## config.mk

```make
export PLATFORM = sky130hd
export DESIGN_NAME = flyback_supervisory_sequencer
export DESIGN_NICKNAME = d
export VERILOG_FILES = /design/src/flyback_seq_pkg.sv /design/src/sync_2ff.sv /design/src/flyback_supervisory_sequencer.sv
export SDC_FILE = /design/constraint.sdc
export NUM_CORES = 1
export LEC_CHECK = 0
export BUFFER_PORTS_ARGS = -buffer_cell sky130_fd_sc_hd__buf_2
export CAP_MARGIN = 20
export CELL_PAD_IN_SITES_DETAIL_PLACEMENT = 0
export CELL_PAD_IN_SITES_GLOBAL_PLACEMENT = 1
export CORE_MARGIN = 2
export CORE_UTILIZATION = 49
export CTS_CLUSTER_SIZE = 28
export DETAILED_ROUTE_END_ITERATION = 10
export GPL_ROUTABILITY_DRIVEN = 1
export HOLD_SLACK_MARGIN = 0.02
export PLACE_DENSITY = 0.88
export SLEW_MARGIN = 20
export SYNTH_ARGS = -nofsm -noshare
export SYNTH_HDL_FRONTEND = slang
export SYNTH_SLANG_ARGS = --single-unit
```

## constraint.sdc

```tcl
create_clock -name clock_i -period 7 [get_ports clock_i]
set_input_delay 0.35 -clock clock_i [delete_from_list [all_inputs] [get_ports clock_i]]
set_output_delay 0.35 -clock clock_i [all_outputs]
set_load 0.02 [all_outputs]
```

## src/flyback_seq_pkg.sv

```systemverilog
// constants and types for the flyback supervisory sequencer
// Behaviour
// - line low for blanking time stops drive
// - brown-out recovery resets latches, then restarts
// - supply below inhibit selects reduced start current
// - start current on until supply start level
// - every start begins with soft-start ramp
// - peak limit sets error flag, runs overload timer
// - auto-recovery holds drive off then retries
// - latching option latches off validated overload
// - fault-pin overvoltage latches device off
// - fault-pin low level latches overtemperature fault
// - feedback at lockout level skips first valley
// - falling feedback steps valley up to sixth
// - foldback level freezes setpoint, lowers frequency
// - freeze-pin variant: setpoint is quarter level
// - never below clamp frequency; skip instead
// - jitter only at high line, not foldback
// - remote input high enters deep sleep
// - mains loss turns on start current source
// - restarts, except those after deep sleep, pull remote input low for discharge
// - overtemperature ignored during soft-start
package flyback_seq_pkg;
    localparam int unsigned CLK_HZ = 20000000;
    localparam int unsigned BLANK_MS = 50;
    localparam int unsigned SSTART_MS = 4;
    localparam int unsigned OVLD_MS = 160;
    localparam int unsigned AREC_MS = 2000;
    localparam int unsigned DISCH_MS = 100;
    localparam int unsigned BLANK_CYC = CLK_HZ / 1000 * BLANK_MS;
    localparam int unsigned SSTART_CYC = CLK_HZ / 1000 * SSTART_MS;
    localparam int unsigned OVLD_CYC = CLK_HZ / 1000 * OVLD_MS;
    localparam int unsigned AREC_CYC = CLK_HZ / 1000 * AREC_MS;
    localparam int unsigned DISCH_CYC = CLK_HZ / 1000 * DISCH_MS;
    localparam int unsigned TMR_W = 26;
    localparam int unsigned SS_STEPS = 63;
    localparam logic [5:0] SS_MAX = 6'h3f;
    localparam logic [2:0] VALLEY_FIRST = 3'h1;
    localparam logic [2:0] VALLEY_LAST = 3'h6;
    localparam logic [7:0] LEVEL_ZERO = 8'h00;
    localparam int unsigned SYNC_N = 10;
    typedef enum logic [2:0] {
        ST_OFF = 3'b000,
        ST_CHARGE = 3'b001,
        ST_SOFT = 3'b010,
        ST_RUN = 3'b011,
        ST_HOLD = 3'b100,
        ST_LATCH = 3'b101,
        ST_SLEEP = 3'b110,
        ST_BROWN = 3'b111
    } state_t;
endpackage : flyback_seq_pkg

```

## src/sync_2ff.sv

```systemverilog
// two-stage synchroniser for a bundle of levels
module sync_2ff #(
    parameter int unsigned W = 1
) (
    input wire logic clock_i,
    input wire logic resetn_i,
    input wire logic [W-1:0] async_i,
    output logic [W-1:0] sync_o
);
    logic [W-1:0] meta_q;
    always_ff @(posedge clock_i) begin
        if (!resetn_i) begin
            meta_q <= '0;
            sync_o <= '0;
        end else begin
            meta_q <= async_i;
            sync_o <= meta_q;
        end
    end
endmodule : sync_2ff

```

## src/flyback_supervisory_sequencer.sv

```systemverilog
// supervisory and mode-control sequencer for a quasi-resonant flyback
module flyback_supervisory_sequencer #(
    parameter int unsigned BLANK_CYC = flyback_seq_pkg::BLANK_CYC,
    parameter int unsigned SSTART_CYC = flyback_seq_pkg::SSTART_CYC,
    parameter int unsigned OVLD_CYC = flyback_seq_pkg::OVLD_CYC,
    parameter int unsigned AREC_CYC = flyback_seq_pkg::AREC_CYC,
    parameter int unsigned DISCH_CYC = flyback_seq_pkg::DISCH_CYC,
    parameter bit LATCH_OVERLOAD = 1'b0,
    parameter bit JITTER_VARIANT = 1'b0,
    parameter bit FREEZE_VARIANT = 1'b0
) (
    input wire logic clock_i,
    input wire logic resetn_i,
    input wire logic line_low_i,
    input wire logic supply_inhibit_i,
    input wire logic supply_start_level_i,
    input wire logic peak_limit_i,
    input wire logic fault_high_threshold_i,
    input wire logic fault_low_i,
    input wire logic lockout_level_i,
    input wire logic feedback_falling_i,
    input wire logic foldback_level_i,
    input wire logic freeze_cross_i,
    input wire logic clamp_reached_i,
    input wire logic high_line_i,
    input wire logic remote_sleep_input_i,
    input wire logic mains_loss_input_i,
    input wire logic [7:0] freeze_level_input_i,
    input wire logic drive_request_i,
    output logic gate_drive_output_o,
    output logic full_startup_current_o,
    output logic reduced_startup_current_o,
    output logic [5:0] soft_start_step_o,
    output logic overload_flag_o,
    output logic [2:0] valley_index_o,
    output logic foldback_o,
    output logic skip_cycle_o,
    output logic [7:0] frozen_setpoint_o,
    output logic jitter_en_o,
    output logic deep_sleep_state_o,
    output logic remote_pull_o,
    output logic remote_pull_oe_o,
    output logic latched_o
);
    localparam int unsigned N = flyback_seq_pkg::SYNC_N;
    localparam logic [flyback_seq_pkg::TMR_W-1:0] SS_TICK =
        flyback_seq_pkg::TMR_W'(SSTART_CYC / flyback_seq_pkg::SS_STEPS);

    logic [N-1:0] raw;
    logic [N-1:0] s;
    logic lo_line, inh, son, plim, fhi, flo, lock, fold, clamp, remote_sleep_input;
    flyback_seq_pkg::state_t state_q, state_d;
    logic [flyback_seq_pkg::TMR_W-1:0] tmr_q, blank_q, ovld_q, disch_q, sstick_q;
    logic brown_q, latch_q, ovld_err_q, first_q, sleep_restart_q;

    assign raw = {line_low_i, supply_inhibit_i, supply_start_level_i, peak_limit_i,
                  fault_high_threshold_i, fault_low_i, lockout_level_i,
                  foldback_level_i, clamp_reached_i, remote_sleep_input_i};

    sync_2ff #(.W(N)) u_sync (
        .clock_i(clock_i),
        .resetn_i(resetn_i),
        .async_i(raw),
        .sync_o(s)
    );
    assign {lo_line, inh, son, plim, fhi, flo, lock, fold, clamp, remote_sleep_input} = s;

    function automatic logic tmr_done(input logic [flyback_seq_pkg::TMR_W-1:0] t,
                                      input int unsigned lim);
        tmr_done = (t >= flyback_seq_pkg::TMR_W'(lim - 1));
    endfunction : tmr_done

    function automatic logic charging(input flyback_seq_pkg::state_t st);
        charging = (st == flyback_seq_pkg::ST_CHARGE) || (st == flyback_seq_pkg::ST_BROWN);
    endfunction : charging

    // brown-out blanking counter
    always_ff @(posedge clock_i) begin
        if (!resetn_i) begin
            blank_q <= '0;
            brown_q <= 1'b0;
        end else if (!lo_line) begin
            blank_q <= '0;
            brown_q <= 1'b0;
        end else if (tmr_done(blank_q, BLANK_CYC)) begin
            brown_q <= 1'b1;
        end else begin
            blank_q <= blank_q + 1'b1;
        end
    end

    wire running = (state_q == flyback_seq_pkg::ST_SOFT) ||
                   (state_q == flyback_seq_pkg::ST_RUN);
    wire fault_now = fhi || (flo && state_q == flyback_seq_pkg::ST_RUN);
    wire ovld_valid = ovld_err_q && tmr_done(ovld_q, OVLD_CYC);

    // overload flag and timer
    // timer parks at expiry; leaving the running states clears both
    always_ff @(posedge clock_i) begin
        if (!resetn_i || !running) begin
            ovld_err_q <= 1'b0;
            ovld_q <= '0;
        end else if (plim || ovld_err_q) begin
            ovld_err_q <= 1'b1;
            ovld_q <= ovld_valid ? ovld_q : ovld_q + 1'b1;
        end
    end

    // sequencer
    always_comb begin
        state_d = state_q;
        case (state_q)
            flyback_seq_pkg::ST_OFF:
                // wait one edge so the synchronised levels are valid
                if (!first_q) begin
                    state_d = flyback_seq_pkg::ST_CHARGE;
                end
            flyback_seq_pkg::ST_CHARGE: begin
                if (brown_q) begin
                    state_d = flyback_seq_pkg::ST_BROWN;
                end else if (fhi) begin
                    state_d = flyback_seq_pkg::ST_LATCH;
                end else if (son && !latch_q) begin
                    state_d = flyback_seq_pkg::ST_SOFT;
                end
            end
            flyback_seq_pkg::ST_SOFT, flyback_seq_pkg::ST_RUN: begin
                if (brown_q) begin
                    state_d = flyback_seq_pkg::ST_BROWN;
                end else if (fault_now) begin
                    state_d = flyback_seq_pkg::ST_LATCH;
                end else if (remote_sleep_input) begin
                    state_d = flyback_seq_pkg::ST_SLEEP;
                end else if (ovld_valid) begin
                    state_d = LATCH_OVERLOAD ? flyback_seq_pkg::ST_LATCH
                                             : flyback_seq_pkg::ST_HOLD;
                end else if (state_q == flyback_seq_pkg::ST_SOFT &&
                             tmr_done(tmr_q, SSTART_CYC)) begin
                    state_d = flyback_seq_pkg::ST_RUN;
                end
            end
            flyback_seq_pkg::ST_HOLD: begin
                if (brown_q) begin
                    state_d = flyback_seq_pkg::ST_BROWN;
                end else if (fhi) begin
                    state_d = flyback_seq_pkg::ST_LATCH;
                end else if (tmr_done(tmr_q, AREC_CYC)) begin
                    state_d = flyback_seq_pkg::ST_SOFT;
                end
            end
            flyback_seq_pkg::ST_LATCH:
                if (brown_q) begin
                    state_d = flyback_seq_pkg::ST_BROWN;
                end
            flyback_seq_pkg::ST_SLEEP:
                if (!remote_sleep_input) begin
                    state_d = flyback_seq_pkg::ST_CHARGE;
                end
            flyback_seq_pkg::ST_BROWN:
                if (!lo_line) begin
                    state_d = flyback_seq_pkg::ST_CHARGE;
                end
            default:
                state_d = flyback_seq_pkg::ST_OFF;
        endcase
    end

    always_ff @(posedge clock_i) begin
        if (!resetn_i) begin
            state_q <= flyback_seq_pkg::ST_OFF;
            tmr_q <= '0;
        end else begin
            state_q <= state_d;
            tmr_q <= (state_d != state_q) ? '0 : tmr_q + 1'b1;
        end
    end

    // fault latch, cleared only by general reset on line recovery
    always_ff @(posedge clock_i) begin
        if (!resetn_i) begin
            latch_q <= 1'b0;
        end else if (state_d == flyback_seq_pkg::ST_LATCH) begin
            latch_q <= 1'b1;
        end else if (state_q == flyback_seq_pkg::ST_BROWN && !lo_line) begin
            latch_q <= 1'b0;
        end
    end

    // soft-start ramp steps
    always_ff @(posedge clock_i) begin
        if (!resetn_i) begin
            sstick_q <= '0;
            soft_start_step_o <= 6'h00;
        end else if (state_q != flyback_seq_pkg::ST_SOFT) begin
            sstick_q <= '0;
            soft_start_step_o <= (state_q == flyback_seq_pkg::ST_RUN) ?
                                 flyback_seq_pkg::SS_MAX : 6'h00;
        end else if (sstick_q >= SS_TICK) begin
            sstick_q <= '0;
            if (soft_start_step_o != flyback_seq_pkg::SS_MAX) begin
                soft_start_step_o <= soft_start_step_o + 6'h01;
            end
        end else begin
            sstick_q <= sstick_q + 1'b1;
        end
    end

    // remote discharge pull on non-sleep restarts
    always_ff @(posedge clock_i) begin
        if (!resetn_i) begin
            disch_q <= '0;
            sleep_restart_q <= 1'b0;
            first_q <= 1'b1;
        end else begin
            first_q <= 1'b0;
            if (state_q == flyback_seq_pkg::ST_SLEEP) begin
                sleep_restart_q <= 1'b1;
            end else if (state_q == flyback_seq_pkg::ST_RUN) begin
                sleep_restart_q <= 1'b0;
            end
            if (state_d == flyback_seq_pkg::ST_SOFT && state_q != flyback_seq_pkg::ST_SOFT &&
                !sleep_restart_q) begin
                disch_q <= flyback_seq_pkg::TMR_W'(DISCH_CYC);
            end else if (disch_q != '0) begin
                disch_q <= disch_q - 1'b1;
            end
        end
    end

    // outputs
    always_ff @(posedge clock_i) begin
        if (!resetn_i) begin
            gate_drive_output_o <= 1'b0;
            full_startup_current_o <= 1'b0;
            reduced_startup_current_o <= 1'b0;
            overload_flag_o <= 1'b0;
            deep_sleep_state_o <= 1'b0;
            remote_pull_o <= 1'b0;
            remote_pull_oe_o <= 1'b0;
            latched_o <= 1'b0;
        end else begin
            // drive follows the request one cycle late; skip masks it
            gate_drive_output_o <= running && drive_request_i && !skip_cycle_o;
            full_startup_current_o <= mains_loss_input_i ||
                (charging(state_q) && !son && !inh);
            reduced_startup_current_o <= !mains_loss_input_i && inh &&
                charging(state_q);
            overload_flag_o <= ovld_err_q;
            deep_sleep_state_o <= (state_q == flyback_seq_pkg::ST_SLEEP);
            remote_pull_o <= 1'b0;
            remote_pull_oe_o <= (disch_q != '0);
            latched_o <= latch_q;
        end
    end

    // next foldback level, so jitter drops on the same edge
    wire fold_next = FREEZE_VARIANT ? freeze_cross_i : fold;

    // regime selection
    always_ff @(posedge clock_i) begin
        if (!resetn_i || !running) begin
            valley_index_o <= flyback_seq_pkg::VALLEY_FIRST;
            foldback_o <= 1'b0;
            skip_cycle_o <= 1'b0;
            jitter_en_o <= 1'b0;
            frozen_setpoint_o <= flyback_seq_pkg::LEVEL_ZERO;
        end else begin
            if (!lock) begin
                valley_index_o <= flyback_seq_pkg::VALLEY_FIRST;
            end else if (valley_index_o == flyback_seq_pkg::VALLEY_FIRST) begin
                valley_index_o <= valley_index_o + 3'h1;
            end else if (feedback_falling_i &&
                         valley_index_o != flyback_seq_pkg::VALLEY_LAST) begin
                valley_index_o <= valley_index_o + 3'h1;
            end
            foldback_o <= fold_next;
            if (!foldback_o) begin
                frozen_setpoint_o <= FREEZE_VARIANT ? {2'b00, freeze_level_input_i[7:2]}
                                                    : flyback_seq_pkg::LEVEL_ZERO;
            end
            skip_cycle_o <= foldback_o && clamp;
            jitter_en_o <= JITTER_VARIANT && high_line_i && !fold_next;
        end
    end
endmodule : flyback_supervisory_sequencer

```

==> results by group <==
Timing
  • Max Freq: 0.291 GHz
  • Final Hold Viols: 0
  • Relative slew slack: 27.9%
  • Fin crit share: 49.0%
  • Final setup vio count: 0
  • RSZ-0062 raised after global routing: no
  • Slew @ Worst Pin: about 1.1 ns
  • Slew Viols, Final: 0
  • Minimum clock period: 3.43 ns
  • Final TNS setup: 0 ns
  • Clock Skew: 0.0131 ns

Worst setup path
  • Crit path arrival time: 3.72 ns
  • CP max-delay cell: dfxtp_1
  • WS Path Type: flip-flop to flip-flop
  • Startpoint of the worst register-to-register path: state_q[0]
  • Crit path cell chain: inv_1 > o311ai_0 > nand4_1 > a2bb2oi_1 > a311oi_1 > a41o_1 > a21oi_1
  • Worst setup SP type: flip-flop
  • Crit path max fanout: 20
  • R2r endpoint: disch_q[24]
  • R2r worst-path depth: 7
  • Reg-to-reg slack, setup: between 3 and 4 ns
  • Delay of the slowest critical-path stage: 0.81 ns
  • WP data required: 7.29 ns
  • Setup crit end kind: flip-flop

Placement
  • Placed cell areas: 7950 um2
  • Buffers added on ports: 32
  • DP Wirelength: 9.48 mm
  • Placed insts: 1087
  • Placer congestion estimate: a little under 0.8

GRT
  • Initial antenna violation count: 0
  • Largest net degree at the start of global routing: 40
  • Vias in the first global route: about 5300
  • First-pass GRT wire length: about 25 mm
  • Grt total ovfl: 0
  • GR Util All Layers: 18.4%

Final layout
  • Share of layout cells above drive strength 1: under 10%
  • Final Cell Area: 8520 um2
  • Area of the multi-input gates: 3900 um2
  • Fin cells: 1119
  • Layout net count: around 950
  • # diodes: 0
  • Layout Area Growth over Synthesis: 11.4%
  • Post-Route Utilization: 56.0%
  • Sequential Area: between 3000 and 4000 um2
  • FILL cells: 1414

Synthesis
  • Yosys cell types: 61
  • Syn Area/Cell: 8.63 um2
  • Seq/Total Area, Yosys: 46.1%
  • Warnings, synthesis: 0
  • Primary FF master, synth: dfxtp_1
  • Post-synth ARST share: 0%
  • Post-synthesis instance area: around 7600 um2
  • EDFF count, synth: 0
  • Number of synthesized register bits: 176
  • Mapped Cells: 886

CTS
  • CTS root buffer: clkbuf_16
  • Total CTS buffers: 17
  • Post-CTS Setup Repair Bufs: 0
  • Sink Count: ~180
  • Post-CTS Resized: 0
  • CTS tree: done
  • Clock latency on the worst-skew pair: between 0.4 and 0.5 ns
  • Clock transition at path regs: about 0.07 ns
  • Max clock buf depth: 2
  • H-Tree Depth: 4
  • Hold_buf cts: 0

Die
  • Total core area: 15200 um2
  • Site row count: 45
  • Starting density of the core: 50.3%
  • DIE WIDTH: ~130 um
  • Die height: 129 um
  • IO Count: 53
  • Die ar.: 16600 um2

Power and ir drop
  • Internal Power: 1710 uW
  • Comb power frac: approximately 17%
  • Power, Total: 2440 uW
  • Power share of the sequential group: about 46%
  • Switching Fraction: 30.1%
  • Peak VDD IR: 0.187 mV
  • Switching power: 735 uW
  • Clk pwr share: 37.1%
  • P_leak: 0.00308 uW
  • Pwr Density: 287 nW/um2

Route
  • Pre-antenna DRT Iters: 5
  • Detailed-route via count: 5923
  • Via density: around 5.3
  • Total wire length: 14.4 mm
  • Post-DRT Antenna Nets: 0
  • Post-DR wirelength/cell: about 13 um
  • Initial DRC count: 369
  • Drt drc: 0

Min path
  • Source of the worst hold timing path: supply_inhibit_i
  • Worst Hold Path EP: u_sync.meta_q[8]
  • HP Class: input port to flip-flop
  • Hold Path Depth: 2

Status
  • Status: finished clean

Run
  • Max-cap viol count: 0
## critical path, delay by kind of cell, from the launching register on
kind,cells,cell delay [ns]
flops,1,0.81
buf+inv,1,0.34
compound gates,5,1.99
simple gates,1,0.15
## kinds of logic after synthesis
family	Yosys count	share of synthesized area (%)
other	1	0.0491
XOR/XNOR	98	11.2
AND/OR/NAND/NOR	444	28.6
multiplexers	4	0.540
AO/OA/AOI/OAI	79	7.33
adder cells (fa/ha/maj)	11	1.80
flip-flops	176	46.1
buffers and inverters	73	4.39
## power by group through the flow
| stage | Sequential (uW) | Combinational [uW] | Clock (uW) |
|---|---|---|---|
| floorplan | 1130 | 346 | 0 |
| CTS | 1120 | 413 | 927 |
| finish | 1120 | 411 | 905 |
| detailed placement | 1150 | 410 | 0 |
| global placement | 1140 | 407 | 0 |
| global route | 1130 | 462 | 971 |
## layer usage
metal | track usage [%] | part of all wire (%) | up-vias
li1 | - | - | 3090
met1 | 26.0 | 52 | 2708
met2 | 27.0 | 43 | 105
met3 | 4.70 | 3.8 | 20
met4 | 7.10 | 1.7 | 0
met5 | 0 | 0 | -
## Yosys cell counts, types with 17 or more instances
cell / count / share of area, %
dfxtp_1: 176 / 46
nand2_1: 72 / 3.5
xnor2_1: 73 / 8.4
clkbuf_1: 32 / 1.6
nor3_1: 69 / 4.5
o21ai_0: 19 / 1.2
xor2_1: 25 / 2.9
and3_1: 17 / 1.4
and2_1: 24 / 2.0
nand3_1: 44 / 2.9
nand4_1: 22 / 1.8
nor2_1: 130 / 6.4
nor4_1: 25 / 2.0
inv_1: 24 / 1.2
## cells in the final DEF (no fill, tap or decap), types with 4 or more instances in the layout
cell type,count
a211oi_1,6
clkinvlp_4,4
and3_1,17
nor3_1,69
or3_1,6
a31oi_1,5
conb_1,25
xor2_1,25
nor2_1,130
dfxtp_1,176
nor4b_1,8
buf_2,32
nand2_1,72
a21oi_1,16
nand4_1,22
o21ai_0,19
clkbuf_16,17
nand2b_1,6
o221a_2,4
xnor2_1,72
inv_6,6
ha_1,11
nand3_1,44
inv_1,24
and2_1,24
nor4_1,24
or4_1,8
buf_4,5
## registers in the layout, summed over array words and instances (netlist names), 3 cells and up
name               count
u_sync.sync_o         10
ovld_q                26
disch_q               26
u_sync.meta_q         10
valley_index_o         3
soft_start_step_o      6
sstick_q              26
blank_q               26
state_q                3
tmr_q                 26
## how the worst max path moves through the flow
| stage | slack, ns | from | endpoint | depth (start not counted) |
|---|---|---|---|---|
| 5_1_grt | 3.20 | state_q[0] | disch_q[4] | 7 |
| 6_report | 3.57 | state_q[0] | disch_q[24] | 7 |
| 2_1_floorplan | 4.24 | ovld_q[16] | disch_q[21] | 9 |
| 3_5_place_dp | 3.55 | state_q[0] | disch_q[4] | 7 |
| 3_3_place_gp | 3.59 | state_q[0] | disch_q[4] | 7 |
| 4_1_cts | 3.56 | state_q[0] | disch_q[14] | 7 |
## stage by stage
step                hold slack [ns]  worst slack [ns]
global placement              0.400              3.59
finish                        0.112              3.57
CTS                           0.102              3.56
floorplan                     0.395              4.24
global route                  0.102              3.20
detailed placement            0.417              3.55
## final cells by class
cell class | instances | area share (%)
clock inverter | 15 | 1.66
clock buffer | 17 | 5.00
inverter | 25 | 1.10
timing repair buffer | 37 | 2.32
tap | 188 | 2.76
multi-input combinational | 661 | 45.8
sequential | 176 | 41.4
No activity file was read; power rests on OpenSTA's default activity.
